$ cat config.mk
export PLATFORM = sky130hd
export DESIGN_NAME = dect_top
export DESIGN_NICKNAME = d
export VERILOG_FILES = /design/src/hw/dect_pkg.sv /design/src/hw/dect_top.sv /design/src/hw/dect_line_sync.sv /design/src/hw/dect_unit.sv
export SDC_FILE = /design/constraint.sdc
export NUM_CORES = 1
export LEC_CHECK = 0
export BUFFER_PORTS_ARGS = -buffer_cell sky130_fd_sc_hd__buf_2
export CAP_MARGIN = 10
export CORE_UTILIZATION = 52
export DETAILED_ROUTE_END_ITERATION = 12
export GPL_TIMING_DRIVEN = 0
export PLACE_DENSITY = 0.69
export SLEW_MARGIN = 25
export SYNTH_ARGS = -nofsm -noshare
export SYNTH_HDL_FRONTEND = slang
export SYNTH_SLANG_ARGS = --single-unit
$ cat constraint.sdc
create_clock -name pclk -period 9.5 [get_ports pclk]
set_input_delay 1.425 -clock pclk [delete_from_list [all_inputs] [get_ports pclk]]
set_output_delay 1.425 -clock pclk [all_outputs]
set_load 0.005 [all_outputs]
$ cat src/hw/dect_pkg.sv
// shared constants, types and helpers for the dual event counter timer
package dect_pkg;

    localparam int SRC_W = 5;
    localparam int ACT_W = 3;
    localparam int CNT_W = 32;
    localparam int NUM_UNITS = 2;
    localparam int NUM_SRC = 19;
    localparam int NUM_LINES = 4;
    localparam int SYNC_STAGES = 3;

    // source codes, shared by increment, start trigger and clear selectors
    localparam logic [SRC_W-1:0] SRC_OFF = 5'h00;
    localparam logic [SRC_W-1:0] SRC_TICK = 5'h01;
    localparam logic [SRC_W-1:0] SRC_LINE0 = 5'h02;
    localparam logic [SRC_W-1:0] SRC_USER0 = 5'h06;
    localparam logic [SRC_W-1:0] SRC_BEGIN0 = 5'h0A;
    localparam logic [SRC_W-1:0] SRC_FINISH0 = 5'h0C;
    localparam logic [SRC_W-1:0] SRC_LOGIC0 = 5'h0E;
    localparam logic [SRC_W-1:0] SRC_EXP_BEGIN = 5'h10;
    localparam logic [SRC_W-1:0] SRC_EXP_FINISH = 5'h11;
    localparam logic [SRC_W-1:0] SRC_FRAME_WAIT = 5'h12;

    typedef enum logic [ACT_W-1:0] {
        ACT_LEVEL_LOW = 3'h0,
        ACT_LEVEL_HIGH = 3'h1,
        ACT_FALL = 3'h2,
        ACT_RISE = 3'h3,
        ACT_ANY = 3'h4
    } dect_act_t;

    // gray along idle -> wait -> active -> completed
    typedef enum logic [2:0] {
        ST_IDLE = 3'h0,
        ST_TRIGGER_WAIT = 3'h1,
        ST_ACTIVE = 3'h3,
        ST_COMPLETED = 3'h2,
        ST_OVERFLOW = 3'h6
    } dect_state_t;

    typedef struct packed {
        logic [ACT_W-1:0] act;
        logic [SRC_W-1:0] src;
    } dect_sel_t;

    typedef struct packed {
        logic enable;
        dect_sel_t inc;
        dect_sel_t trg;
        dect_sel_t clr;
        logic [CNT_W-1:0] delay;
        logic [CNT_W-1:0] duration;
    } dect_cfg_t;

    // register byte offsets
    localparam logic [11:0] OFS_UNIT_SELECT = 12'h000;
    localparam logic [11:0] OFS_CONTROL = 12'h004;
    localparam logic [11:0] OFS_INCREMENT = 12'h008;
    localparam logic [11:0] OFS_START_TRIGGER = 12'h00C;
    localparam logic [11:0] OFS_CLEAR = 12'h010;
    localparam logic [11:0] OFS_DELAY = 12'h014;
    localparam logic [11:0] OFS_DURATION = 12'h018;
    localparam logic [11:0] OFS_PRESENT_COUNT = 12'h01C;
    localparam logic [11:0] OFS_CAPTURED = 12'h020;
    localparam logic [11:0] OFS_UNIT_STATE = 12'h024;
    localparam logic [11:0] OFS_IRQ_STATUS = 12'h028;
    localparam logic [11:0] OFS_IRQ_MASK = 12'h02C;

    // field positions
    localparam int SEL_SRC_LSB = 0;
    localparam int SEL_ACT_LSB = 8;
    localparam int IRQ_BEGIN_LSB = 0;
    localparam int IRQ_FINISH_LSB = 2;
    localparam int IRQ_OVF_LSB = 4;
    localparam int IRQ_W = 6;

    // reset values
    localparam logic [CNT_W-1:0] RST_COUNT = 32'h0000_0000;
    localparam logic [IRQ_W-1:0] RST_IRQ = 6'h00;

    function automatic logic qualify(input logic cur, input logic prev,
                                     input logic [ACT_W-1:0] act);
        logic hit;
        hit = 1'b0;
        case (act)
            ACT_LEVEL_LOW: hit = !cur;
            ACT_LEVEL_HIGH: hit = cur;
            ACT_FALL: hit = prev && !cur;
            ACT_RISE: hit = !prev && cur;
            ACT_ANY: hit = prev ^ cur;
            default: hit = 1'b0;
        endcase
        return hit;
    endfunction

endpackage

$ cat src/hw/dect_top.sv
// dual event counter timer: apb registers, source routing, interrupt
// Overview of operation
// - two independent counters exist and a select register picks which one later accesses reach.
// - a counter adds one for each qualified occurrence of its increment source.
// - increment sources: tick, lines, user or logic outputs, unit pulses, exposure, frame wait.
// - increment source is qualified as level low, level high, falling, rising or any edge.
// - the begin pulse fires when the count reaches the delay count.
// - the finish pulse fires when the count reaches the duration count.
// - start trigger and clear sources are exclusive; selecting one turns the other off.
// - a counter starts counting when its start trigger source occurs.
// - the start trigger source is qualified with the same five activation modes.
// - the clear source resets the count when it occurs.
// - the clear source is qualified with the same five activation modes.
// - the present count is readable at any time.
// - on each clear the count just before it is captured and readable.
// - each counter's state is readable through a read-only register.
`timescale 1ns/1ps
`default_nettype none
module dect_top
    import dect_pkg::*;
(
    // clock and reset
    input wire logic pclk,
    input wire logic presetn,
    // apb slave
    input wire logic psel,
    input wire logic penable,
    input wire logic pwrite,
    input wire logic [11:0] paddr,
    input wire logic [31:0] pwdata,
    output logic [31:0] prdata,
    output logic pready,
    output logic pslverr,
    // event sources
    input wire logic microsecond_tick,
    input wire logic [NUM_LINES-1:0] line_in,
    input wire logic [3:0] soft_output_line,
    input wire logic [1:0] logic_unit_output,
    input wire logic exposure_begin_event,
    input wire logic exposure_finish_event,
    input wire logic frame_trigger_pending,
    // unit events and interrupt
    output logic [NUM_UNITS-1:0] unit_begin_pulse,
    output logic [NUM_UNITS-1:0] unit_finish_pulse,
    output logic irq
);
    logic unit_select_r;
    dect_cfg_t cfg_r [NUM_UNITS];
    logic [IRQ_W-1:0] irq_status_r;
    logic [IRQ_W-1:0] irq_mask_r;
    logic [31:0] prdata_r;
    logic pready_r;
    logic pslverr_r;
    logic [NUM_LINES-1:0] line_s;
    logic [NUM_SRC-1:0] src_cur;
    logic [NUM_SRC-1:0] src_prev_r;
    logic [CNT_W-1:0] count [NUM_UNITS];
    logic [CNT_W-1:0] captured [NUM_UNITS];
    dect_state_t state [NUM_UNITS];
    logic [NUM_UNITS-1:0] begin_p;
    logic [NUM_UNITS-1:0] finish_p;
    logic [NUM_UNITS-1:0] ovf_p;
    logic [NUM_UNITS-1:0] cap_wr;
    logic setup;
    logic wr_go;
    logic known;
    logic [IRQ_W-1:0] irq_events;
    logic [31:0] rd_mux;
    dect_sel_t wsel;

    dect_line_sync #(.WIDTH(NUM_LINES)) u_sync (
        .pclk(pclk),
        .presetn(presetn),
        .async_in(line_in),
        .sync_out(line_s)
    );

    assign src_cur = {frame_trigger_pending, exposure_finish_event, exposure_begin_event,
                      logic_unit_output, finish_p, begin_p, soft_output_line, line_s,
                      microsecond_tick, 1'b0};

    // previous sample feeds the edge modes
    always_ff @(posedge pclk or negedge presetn) begin
        if (!presetn) begin
            src_prev_r <= '0;
        end else begin
            src_prev_r <= src_cur;
        end
    end

    genvar u;
    generate
        for (u = 0; u < NUM_UNITS; u++) begin : g_unit
            dect_unit u_unit (
                .pclk(pclk),
                .presetn(presetn),
                .cfg(cfg_r[u]),
                .src_cur(src_cur),
                .src_prev(src_prev_r),
                .cap_wr(cap_wr[u]),
                .cap_wdata(pwdata),
                .count_r(count[u]),
                .captured_r(captured[u]),
                .state_r(state[u]),
                .begin_pulse_r(begin_p[u]),
                .finish_pulse_r(finish_p[u]),
                .overflow_pulse_r(ovf_p[u])
            );
            assign cap_wr[u] = wr_go && paddr == OFS_CAPTURED && unit_select_r == 1'(u);
        end
    endgenerate

    assign unit_begin_pulse = begin_p;
    assign unit_finish_pulse = finish_p;

    // registers answer with one wait-free access phase
    assign setup = psel && !penable;
    assign wr_go = psel && penable && pready_r && pwrite && !pslverr_r;
    assign wsel = '{act: pwdata[SEL_ACT_LSB +: ACT_W], src: pwdata[SEL_SRC_LSB +: SRC_W]};

    always_comb begin
        known = 1'b1;
        rd_mux = 32'h0000_0000;
        case (paddr)
            OFS_UNIT_SELECT: rd_mux[0] = unit_select_r;
            OFS_CONTROL: rd_mux[0] = cfg_r[unit_select_r].enable;
            OFS_INCREMENT: begin
                rd_mux[SEL_SRC_LSB +: SRC_W] = cfg_r[unit_select_r].inc.src;
                rd_mux[SEL_ACT_LSB +: ACT_W] = cfg_r[unit_select_r].inc.act;
            end
            OFS_START_TRIGGER: begin
                rd_mux[SEL_SRC_LSB +: SRC_W] = cfg_r[unit_select_r].trg.src;
                rd_mux[SEL_ACT_LSB +: ACT_W] = cfg_r[unit_select_r].trg.act;
            end
            OFS_CLEAR: begin
                rd_mux[SEL_SRC_LSB +: SRC_W] = cfg_r[unit_select_r].clr.src;
                rd_mux[SEL_ACT_LSB +: ACT_W] = cfg_r[unit_select_r].clr.act;
            end
            OFS_DELAY: rd_mux = cfg_r[unit_select_r].delay;
            OFS_DURATION: rd_mux = cfg_r[unit_select_r].duration;
            OFS_PRESENT_COUNT: rd_mux = count[unit_select_r];
            OFS_CAPTURED: rd_mux = captured[unit_select_r];
            OFS_UNIT_STATE: rd_mux[2:0] = state[unit_select_r];
            OFS_IRQ_STATUS: rd_mux[IRQ_W-1:0] = irq_status_r;
            OFS_IRQ_MASK: rd_mux[IRQ_W-1:0] = irq_mask_r;
            default: known = 1'b0;
        endcase
    end

    always_ff @(posedge pclk or negedge presetn) begin
        if (!presetn) begin
            prdata_r <= 32'h0000_0000;
            pready_r <= 1'b0;
            pslverr_r <= 1'b0;
        end else begin
            pready_r <= setup;
            if (setup) begin
                prdata_r <= pwrite ? 32'h0000_0000 : rd_mux;
                // read-only offsets refuse writes too
                pslverr_r <= !known || (pwrite && (paddr == OFS_PRESENT_COUNT ||
                             paddr == OFS_UNIT_STATE));
            end
        end
    end

    assign prdata = prdata_r;
    assign pready = pready_r;
    assign pslverr = pslverr_r && pready_r;

    always_ff @(posedge pclk or negedge presetn) begin
        if (!presetn) begin
            unit_select_r <= 1'b0;
        end else if (wr_go && paddr == OFS_UNIT_SELECT) begin
            unit_select_r <= pwdata[0];
        end
    end

    // configuration per unit; a change applies on the next edge
    generate
        for (u = 0; u < NUM_UNITS; u++) begin : g_cfg
            always_ff @(posedge pclk or negedge presetn) begin
                if (!presetn) begin
                    cfg_r[u] <= '0;
                end else if (wr_go && unit_select_r == 1'(u)) begin
                    case (paddr)
                        OFS_CONTROL: cfg_r[u].enable <= pwdata[0];
                        OFS_INCREMENT: cfg_r[u].inc <= wsel;
                        OFS_START_TRIGGER: begin
                            cfg_r[u].trg <= wsel;
                            if (wsel.src != SRC_OFF) begin
                                cfg_r[u].clr.src <= SRC_OFF;
                            end
                        end
                        OFS_CLEAR: begin
                            cfg_r[u].clr <= wsel;
                            if (wsel.src != SRC_OFF) begin
                                cfg_r[u].trg.src <= SRC_OFF;
                            end
                        end
                        OFS_DELAY: cfg_r[u].delay <= pwdata;
                        OFS_DURATION: cfg_r[u].duration <= pwdata;
                        default: cfg_r[u] <= cfg_r[u];
                    endcase
                end
            end
        end
    endgenerate

    // sticky events; a set in the clearing cycle survives
    assign irq_events = {ovf_p, finish_p, begin_p};

    always_ff @(posedge pclk or negedge presetn) begin
        if (!presetn) begin
            irq_status_r <= RST_IRQ;
        end else if (wr_go && paddr == OFS_IRQ_STATUS) begin
            irq_status_r <= (irq_status_r & ~pwdata[IRQ_W-1:0]) | irq_events;
        end else begin
            irq_status_r <= irq_status_r | irq_events;
        end
    end

    always_ff @(posedge pclk or negedge presetn) begin
        if (!presetn) begin
            irq_mask_r <= RST_IRQ;
        end else if (wr_go && paddr == OFS_IRQ_MASK) begin
            irq_mask_r <= pwdata[IRQ_W-1:0];
        end
    end

    always_ff @(posedge pclk or negedge presetn) begin
        if (!presetn) begin
            irq <= 1'b0;
        end else begin
            irq <= |(irq_status_r & irq_mask_r);
        end
    end
endmodule
`default_nettype wire

$ cat src/hw/dect_line_sync.sv
// three-stage synchroniser for the external line inputs
`timescale 1ns/1ps
`default_nettype none
module dect_line_sync
    import dect_pkg::*;
#(
    parameter int WIDTH = NUM_LINES
) (
    // clock and reset
    input wire logic pclk,
    input wire logic presetn,
    // lines
    input wire logic [WIDTH-1:0] async_in,
    output logic [WIDTH-1:0] sync_out
);
    logic [WIDTH-1:0] s1_r;
    logic [WIDTH-1:0] s2_r;
    logic [WIDTH-1:0] s3_r;

    always_ff @(posedge pclk or negedge presetn) begin
        if (!presetn) begin
            s1_r <= '0;
            s2_r <= '0;
            s3_r <= '0;
        end else begin
            s1_r <= async_in;
            s2_r <= s1_r;
            s3_r <= s2_r;
        end
    end

    // a change counts only once stages two and three agree
    genvar i;
    generate
        for (i = 0; i < WIDTH; i++) begin : g_bit
            always_ff @(posedge pclk or negedge presetn) begin
                if (!presetn) begin
                    sync_out[i] <= 1'b0;
                end else if (s2_r[i] == s3_r[i]) begin
                    sync_out[i] <= s3_r[i];
                end
            end
        end
    endgenerate
endmodule
`default_nettype wire

$ cat src/hw/dect_unit.sv
// one event counter with start trigger, clear and capture
`timescale 1ns/1ps
`default_nettype none
module dect_unit
    import dect_pkg::*;
(
    // clock and reset
    input wire logic pclk,
    input wire logic presetn,
    // configuration and sources
    input wire dect_cfg_t cfg,
    input wire logic [NUM_SRC-1:0] src_cur,
    input wire logic [NUM_SRC-1:0] src_prev,
    // software write of the captured value
    input wire logic cap_wr,
    input wire logic [CNT_W-1:0] cap_wdata,
    // status
    output logic [CNT_W-1:0] count_r,
    output logic [CNT_W-1:0] captured_r,
    output dect_state_t state_r,
    output logic begin_pulse_r,
    output logic finish_pulse_r,
    output logic overflow_pulse_r
);
    logic inc_hit;
    logic trg_hit;
    logic clr_hit;
    logic step;
    logic [CNT_W-1:0] count_nxt;
    logic live;
    logic trg_off;

    // off or unknown codes disconnect the input
    function automatic logic pick(input dect_sel_t sel, input logic [NUM_SRC-1:0] cur,
                                  input logic [NUM_SRC-1:0] prev);
        logic hit;
        hit = 1'b0;
        if (sel.src != SRC_OFF && sel.src <= SRC_FRAME_WAIT) begin
            hit = qualify(cur[sel.src], prev[sel.src], sel.act);
        end
        return hit;
    endfunction

    always_comb begin
        inc_hit = pick(cfg.inc, src_cur, src_prev);
        trg_hit = pick(cfg.trg, src_cur, src_prev);
        clr_hit = pick(cfg.clr, src_cur, src_prev);
        live = cfg.enable && state_r != ST_IDLE;
        trg_off = cfg.trg.src == SRC_OFF || cfg.trg.src > SRC_FRAME_WAIT;
        step = cfg.enable && state_r == ST_ACTIVE && inc_hit && !clr_hit;
        count_nxt = count_r + 32'h0000_0001;
    end

    always_ff @(posedge pclk or negedge presetn) begin
        if (!presetn) begin
            state_r <= ST_IDLE;
            count_r <= RST_COUNT;
        end else if (!cfg.enable) begin
            state_r <= ST_IDLE;
            count_r <= RST_COUNT;
        end else begin
            case (state_r)
                ST_IDLE: begin
                    count_r <= RST_COUNT;
                    state_r <= trg_off ? ST_ACTIVE : ST_TRIGGER_WAIT;
                end
                ST_TRIGGER_WAIT: begin
                    // trigger begins count; a dropped trigger source ends the wait
                    if (trg_hit || trg_off) begin
                        state_r <= ST_ACTIVE;
                        count_r <= RST_COUNT;
                    end
                end
                ST_ACTIVE: begin
                    if (clr_hit) begin
                        count_r <= RST_COUNT;
                    end else if (step) begin
                        if (&count_r) begin
                            state_r <= ST_OVERFLOW;
                        end else begin
                            count_r <= count_nxt;
                            if (count_nxt == cfg.duration) begin
                                state_r <= ST_COMPLETED;
                            end
                        end
                    end
                end
                ST_COMPLETED, ST_OVERFLOW: begin
                    // re-arm on a fresh trigger or clear
                    if (clr_hit || trg_hit) begin
                        state_r <= ST_ACTIVE;
                        count_r <= RST_COUNT;
                    end
                end
                default: begin
                    state_r <= ST_IDLE;
                    count_r <= RST_COUNT;
                end
            endcase
        end
    end

    always_ff @(posedge pclk or negedge presetn) begin
        if (!presetn) begin
            captured_r <= RST_COUNT;
        end else if (live && clr_hit) begin
            captured_r <= count_r;
        end else if (cap_wr) begin
            captured_r <= cap_wdata;
        end
    end

    always_ff @(posedge pclk or negedge presetn) begin
        if (!presetn) begin
            begin_pulse_r <= 1'b0;
            finish_pulse_r <= 1'b0;
            overflow_pulse_r <= 1'b0;
        end else begin
            begin_pulse_r <= step && !(&count_r) && count_nxt == cfg.delay;
            finish_pulse_r <= step && !(&count_r) && count_nxt == cfg.duration;
            overflow_pulse_r <= step && (&count_r);
        end
    end
endmodule
`default_nettype wire

==> impl_metrics.tcl, run 1 <==
set metrics [dict create \
    worst-setup-path-type "input port to flip-flop" \
    total_number_of_placement_rows 80 \
    worst_hold_path_type "flip-flop to flip-flop" \
    cts_made_buffers 45 \
    yosysTopAreaCellShare_pct 39.41 \
    total_leakage_power_uw 0.01272 \
    post_synth_inst_count 2562 \
    grt_start_max_net_pins 88 \
    worst_clock_skew_ns 0.02179 \
    drt_pre_antenna_iters 7 \
    h-tree-depth 2 \
    synth_fp_nets 2639 \
    clockBufferDepth 3 \
    cp_slowest_cell "o32ai_1" \
    cp_top_family "simple AND/OR/NAND/NOR gates" \
    synth.area.top_cells "dfrtp_1, mux2_2, mux2i_1" \
    postRouteWirelength_um 96110 \
    core-area_um2 47950 \
    avgSynthCellArea_um2 9.914 \
    route.antenna.remaining_nets 0 \
    die_w_um 223.0 \
    synth_seq_area_share_pct 39.41 \
    ys_ff_latch 400 \
    yosys.cell_types.count 99 \
    report.final.setup_viol 0 \
    timing.rr.start "cfg_r[65]$_DFFE_PN0P_" \
    worst_ir_drop_vdd_uv 115.9 \
    num_io_pins 102 \
    detailed_place_hpwl_um 73310 \
    cts_tree "done" \
    cts-hold-fix-buffers 0 \
    overflow 0 \
    area_delta_synth_final_pct 11.17 \
    power.density_cell_area_nw_per_um2 126.7 \
    post_synth_instance_area_um2 25400 \
    max_freq_mhz 186.4 \
    diodes 0 \
    layout_utilization_pct 58.89 \
    drt_iter0_drc 2429 \
    clkSinkCount 400 \
    finalHoldViolCount 0 \
    io_buffers 98 \
    globalRouteTotalUtil_pct 38.46 \
    finalCriticalPeriod_ns 5.366 \
    via_per_inst 6.780 \
    fin_hold_ws_ns 0.3388 \
    post-synth-top-area-cell "dfrtp_1" \
    layout.filler_cells 4204 \
    postSynth.asyncResetShare_pct 100.0 \
    cts.root.buffer_cell "clkbuf_16" \
    clkSlewWorstSetupHoldPaths_ns 0.07 \
    yosysWarnings 0 \
    critPathLaunch "logic_unit_output[1]" \
    crit_fanout 10 \
    layout.nets 2790 \
    worst-slew-pin-transition_ns 1.183 \
    slew_viol_final 0 \
    place.gp.congestion 0.9792 \
    initial_utilization_pct 52.97 \
    crit_chain "buf_2 > mux4_2 > mux2i_1 > o32ai_1 > or2_2 > inv_1 > ha_1 > mux2_2 > a31oi_1 > inv_1 > o31ai_4 > or3b_4 > nor2b_2 > buf_2 > and3_1" \
    critPathRequiredTime_ns 9.98 \
    finalCritPeriodShare_pct 56.48 \
    number_of_synthesized_flops_with_an_enable_pin 0 \
    max-cap-violations 0 \
    rsz0062_at_grt "no" \
    via_count 22750 \
    critPathCaptureType "flip-flop" \
    floorplan.die.height_um 223.0 \
    detail_route.drc_violations 0 \
    holdCritStartpoint "u_sync.s1_r[0]$_DFF_PN0_" \
    relSlewSlack_pct 21.16 \
    cts_resized 0 \
    max_stage_delay_ns 0.57 \
    die_area_um2 49730 \
    clock_latency_ns 0.59 \
    cp.buffers_inverters 4 \
    grt_first_pass_wirelength_um 142800 \
    status "finished, final reports clean" \
    drive_above_1_share_pct 17.84 \
    postCtsSetupRepairBufs 0 \
    grt_antenna_before_repair 5 \
    worst_setup_path_start_kind "input port" \
    synth_ff_type "dfrtp_1" \
    timing.critical_path.arrival_ns 5.84 \
    via_count_of_the_first_global_routing_pass 22320 \
    avgRoutedWirePerCell_um 28.64 \
]
-- worst reg2reg max path, delay by kind of cell, from the launching register on --
family                     cells  cell delay, ns
muxes                          3            1.19
DFF                            1            0.32
and+or+nand+nor                3            1.24
AOI/OAI and AO/OA              3            0.93
adders and majority gates      1            0.17
buffers and inverters          6            1.40
-- cells in the mapped netlist (8+ instances only) --
master and instances:
a221o_1 11, nor2_1 139, o21ai_0 115, nand3b_1 12, a221oi_1 57, nor2b_1 27, o211ai_1 8, nand2_1 210
o22ai_1 33, or2_2 10, a211o_1 35, nand4_1 41, xor2_1 52, a22oi_1 21, clkbuf_1 154, and3_1 46
nor4_1 26, a222oi_1 18, o2111ai_1 10, xnor2_1 93, mux2i_1 150, or3_1 21, buf_2 32, or4_1 18
nand2b_1 22, nand3_1 65, mux2_2 200, a31oi_1 15, nor3b_1 17, a211oi_1 11, mux4_2 40, buf_1 22
ha_1 14, a21o_1 36, a21oi_1 90, and2_1 14, inv_1 48, nor3_1 72, and4_1 10, dfrtp_1 400
a2111oi_0 9
-- worst paths after layout --
| kind | cells after the start | endpoint | slack (ns) |
|---|---|---|---|
| min in group asynchronous | 1 | u_sync.s2_r[1]$_DFF_PN0_ | 0.67 |
| hold reg to reg | 0 | u_sync.s2_r[0]$_DFF_PN0_ | 0.34 |
| hold / removal | 0 | u_sync.s2_r[0]$_DFF_PN0_ | 0.34 |
| setup reg to reg | 16 | g_unit[1].u_unit.begin_pulse_r$_DFF_PN0_ | 4.15 |
| setup / recovery | 15 | g_unit[1].u_unit.begin_pulse_r$_DFF_PN0_ | 4.13 |
| max in group asynchronous | 4 | g_unit[1].u_unit.captured_r[24]$_DFFE_PN0P_ | 7.35 |
-- stage by stage --
stage	std cells	TNS (ns)	total power (uW)	area, um^2	setup slack [ns]
3_3_place_gp	3275	-337.85	1875	26660	-0.9165
2_1_floorplan	2562	0	1785	25400	4.853
3_5_place_dp	3281	0	1884	26820	3.680
5_1_grt	3356	0	3660	28240	4.099
4_1_cts	3356	0	3588	28220	4.273
6_report	3356	0	3579	28240	4.134
-- cell usage in the layout (no fill, tap or decap), types with 22 or more instances in the layout --
cell / count
a211o_1: 35
a21o_1: 36
a21oi_1: 90
a221oi_1: 57
and3_1: 46
buf_1: 22
buf_2: 129
clkbuf_1: 164
clkbuf_16: 45
dfrtp_1: 400
inv_1: 48
mux2_2: 200
mux2i_1: 150
mux4_2: 40
nand2_1: 210
nand2b_1: 22
nand3_1: 65
nand4_1: 41
nor2_1: 139
nor2b_1: 27
nor3_1: 71
nor4_1: 26
o21ai_0: 115
o22ai_1: 33
xnor2_1: 93
xor2_1: 52
-- report_power, final --
group | switching, uW | total (uW) | internal, uW | leakage (uW)
Combinational | 89.5 | 126 | 36.7 | 0.00653
Sequential | 16.6 | 1730 | 1710 | 0.00550
Clock | 734 | 1720 | 989 | 0.000687
Total | 840 | 3580 | 2740 | 0.0127
-- state kept, by name, indices dropped and copies added, names as in the netlist, 4 cells and up --
name	count
cfg_r	178
g_unit.u_unit.captured_r	64
g_unit.u_unit.count_r	64
prdata	32
src_prev_r	18
g_unit.u_unit.state_r	6
irq_mask_r	6
irq_status_r	6
u_sync.s1_r	4
u_sync.s2_r	4
u_sync.s3_r	4
u_sync.sync_out	4
-- cell type report --
class	count	area, um^2	area share [%]
repair buffers	104	645.6	2.287
inverters	49	183.9	0.6514
plain buffers	219	925.9	3.279
well taps	615	769.5	2.725
clock inverters	11	113.9	0.4032
multi-input cells	1894	14300	50.64
clock buffers	64	1287	4.560
flip-flops and latches	400	10010	35.45
-- per-layer routing --
| metal | track usage, % | up-vias | share of wire, % |
|---|---|---|---|
| li1 | - | 9850 | - |
| met1 | 49.34 | 11370 | 39 |
| met2 | 62.34 | 1258 | 47 |
| met3 | 6.769 | 269 | 8.3 |
| met4 | 19.98 | 6 | 5.5 |
| met5 | 0 | - | 0.035 |
-- kinds of logic after synthesis --
kind of cell               share of synthesized area (%)
AOI/OAI and AO/OA                                  15.26
adders and majority gates                         0.8473
muxes                                              18.50
buffers and inverters                              4.369
DFF                                                39.41
and+or+nand+nor                                    15.92
xor gates and xnor gates                           5.695
Power figures use the tool's default switching activity.
==> run 2, diff against run 1 <==
==> constraint.sdc (replaced) <==
create_clock -name pclk -period 5.1 [get_ports pclk]
set_input_delay 0.765 -clock pclk [delete_from_list [all_inputs] [get_ports pclk]]
set_output_delay 0.765 -clock pclk [all_outputs]
set_load 0.005 [all_outputs]
==> impl_metrics.tcl, run 2 (synthesis results as in run 1) <==
set metrics [dict create \
    status "finished, final reports clean" \
    relSlewSlack_pct 23.09 \
    postRouteWirelength_um 96140 \
    diodes 0 \
    crit_chain "buf_6 > buf_2 > mux4_2 > mux4_2 > inv_1 > o21a_1 > inv_1 > ha_1 > o31a_1 > a21oi_1 > o31ai_4 > a211oi_4 > clkbuf_1 > o21ai_0" \
    worst_ir_drop_vdd_uv 215.8 \
    critPathRequiredTime_ns 5.52 \
    crit_fanout 10 \
    power_uw 6664 \
    critPathCaptureType "flip-flop" \
    drt_iter0_drc 2386 \
    instances_no_fill 3356 \
    power.combinational.fraction_pct 3.5 \
    worst-setup-path-type "flip-flop to flip-flop" \
    grt_first_pass_wirelength_um 142800 \
    max_freq_mhz 200.9 \
    cts_made_buffers 45 \
    timing.critical_path.arrival_ns 5.39 \
    slew_viol_final 0 \
    sum_of_negative_setup_slack_ns 0 \
    clock_latency_ns 0.59 \
    initial_utilization_pct 52.97 \
    h-tree-depth 2 \
    place.detailed.instances 3281 \
    mostFrequentLayoutCells "dfrtp_1, nand2_1, mux2_2" \
    largest_register "cfg_r" \
    die_w_um 223.0 \
    clkSinkCount 400 \
    clock_power_share_pct 48.1 \
    place.gp.congestion 0.9792 \
    layout.nets 2790 \
    postCtsSetupRepairBufs 0 \
    grt_start_max_net_pins 88 \
    worst_clock_skew_ns 0.01706 \
    finalCriticalPeriod_ns 4.977 \
    max_stage_delay_ns 0.67 \
    final.setup.worst_slack_ns 0.1226 \
    worst-slew-pin-transition_ns 1.154 \
    clockBufferDepth 3 \
    die_area_um2 49730 \
    drt_pre_antenna_iters 7 \
    via_count 22760 \
    layout_commonest_cell "dfrtp_1" \
    report.final.setup_viol 0 \
    biggestRegsByFlops "cfg_r x178, g_unit.u_unit.captured_r x64, g_unit.u_unit.count_r x64" \
    io_buffers 98 \
    cts_resized 2 \
    grt_antenna_before_repair 5 \
    largest_register_ff_count 178 \
    pre_cts_ws_ns -0.09050 \
    via_per_inst 6.781 \
    worst_setup_path_start_kind "flip-flop" \
    max-cap-violations 0 \
    rsz0062_at_grt "no" \
    internal_power_uw 5102 \
    finalCritPeriodShare_pct 97.60 \
    cts-hold-fix-buffers 0 \
    core-area_um2 47950 \
    cts_tree "done" \
    globalRouteTotalUtil_pct 38.46 \
    total_number_of_placement_rows 80 \
    p_sw_share_pct 23.45 \
    drive_above_1_share_pct 17.91 \
    p_seq_share_pct 48.3 \
    fin_hold_ws_ns 0.01694 \
    floorplan.die.height_um 223.0 \
    clkSlewWorstSetupHoldPaths_ns 0.07 \
    via_count_of_the_first_global_routing_pass 22320 \
    overflow 0 \
    power.density_cell_area_nw_per_um2 235.9 \
    power_spent_charging_and_discharging_nets_uw 1562 \
    total_leakage_power_uw 0.01273 \
    cp_slowest_cell "a211oi_4" \
    finalHoldViolCount 0 \
    cts.root.buffer_cell "clkbuf_16" \
    route.antenna.remaining_nets 0 \
    worst_hold_path_type "input port to async pin" \
    avgRoutedWirePerCell_um 28.65 \
    num_io_pins 102 \
    detailed_place_hpwl_um 73310 \
    detail_route.drc_violations 0 \
    area_delta_synth_final_pct 11.22 \
]
-- run 2: cell types whose count changed in the layout (fill, tap and decap cells not counted) --
cell     previous run  this run
buf_1              22        21
a31oi_1            15        14
buf_2             129       130
nor2b_2             1         0
nor2b_4             0         1
a31oi_2             1         2
-- run 2: power by group through the flow --
stage               sequential (uW)  clock, uW  combinational, uW
global route                   3220       3350                251
floorplan                      3260          0               62.3
finish                         3220       3210                235
detailed placement             3280          0                232
CTS                            3220       3230                233
global placement               3280          0                214
-- run 2: final timing paths --
check	startpoint	end	slack, ns	cells past startpoint
worst max-delay path	cfg_r[64]$_DFFE_PN0P_	g_unit[1].u_unit.captured_r[28]$_DFFE_PN0P_	0.12	14
worst min-delay path	presetn	u_sync.s2_r[1]$_DFF_PN0_	0.02	1
worst max register to register	cfg_r[64]$_DFFE_PN0P_	g_unit[1].u_unit.captured_r[28]$_DFFE_PN0P_	0.12	14
worst min register to register	u_sync.s1_r[0]$_DFF_PN0_	u_sync.s2_r[0]$_DFF_PN0_	0.34	0
max in group asynchronous	presetn	g_unit[1].u_unit.captured_r[24]$_DFFE_PN0P_	3.60	4
min in group pclk	line_in[1]	u_sync.s1_r[1]$_DFF_PN0_	0.29	1
-- run 2: layout make-up --
class | count | area, um^2
sequential | 400 | 10010
tap | 615 | 769.5
multi-input combinational | 1894 | 14310
buffer | 219 | 927.1
timing repair buffer | 104 | 645.6
clock buffer | 64 | 1287
inverter | 49 | 183.9
clock inverter | 11 | 113.9
fill | 4203 | 19700
-- run 2: worst max-delay path: cells and delay by family, from the launching register on --
kind	cells	cell delay, ns
AOI/OAI and AO/OA	6	1.88
adders and majority gates	1	0.26
buffers and inverters	5	1.23
DFF	1	0.35
muxes	2	1.06
-- run 2: through the flow --
step	utilization (%)	area [um^2]
after floorplan	-	25400
after global placement	55.60	26660
after detailed placement	55.94	26820
after CTS	58.88	28230
after global routing	58.92	28250
final	58.92	28250
-- run 2: layer usage --
| layer | GRT usage [%] | up-vias | wire length [um] |
|---|---|---|---|
| li1 | - | 9841 | - |
| met1 | 49.34 | 11480 | 38120 |
| met2 | 62.34 | 1171 | 45140 |
| met3 | 6.769 | 262 | 7589 |
| met4 | 19.98 | 6 | 5259 |
| met5 | 0 | - | 38 |
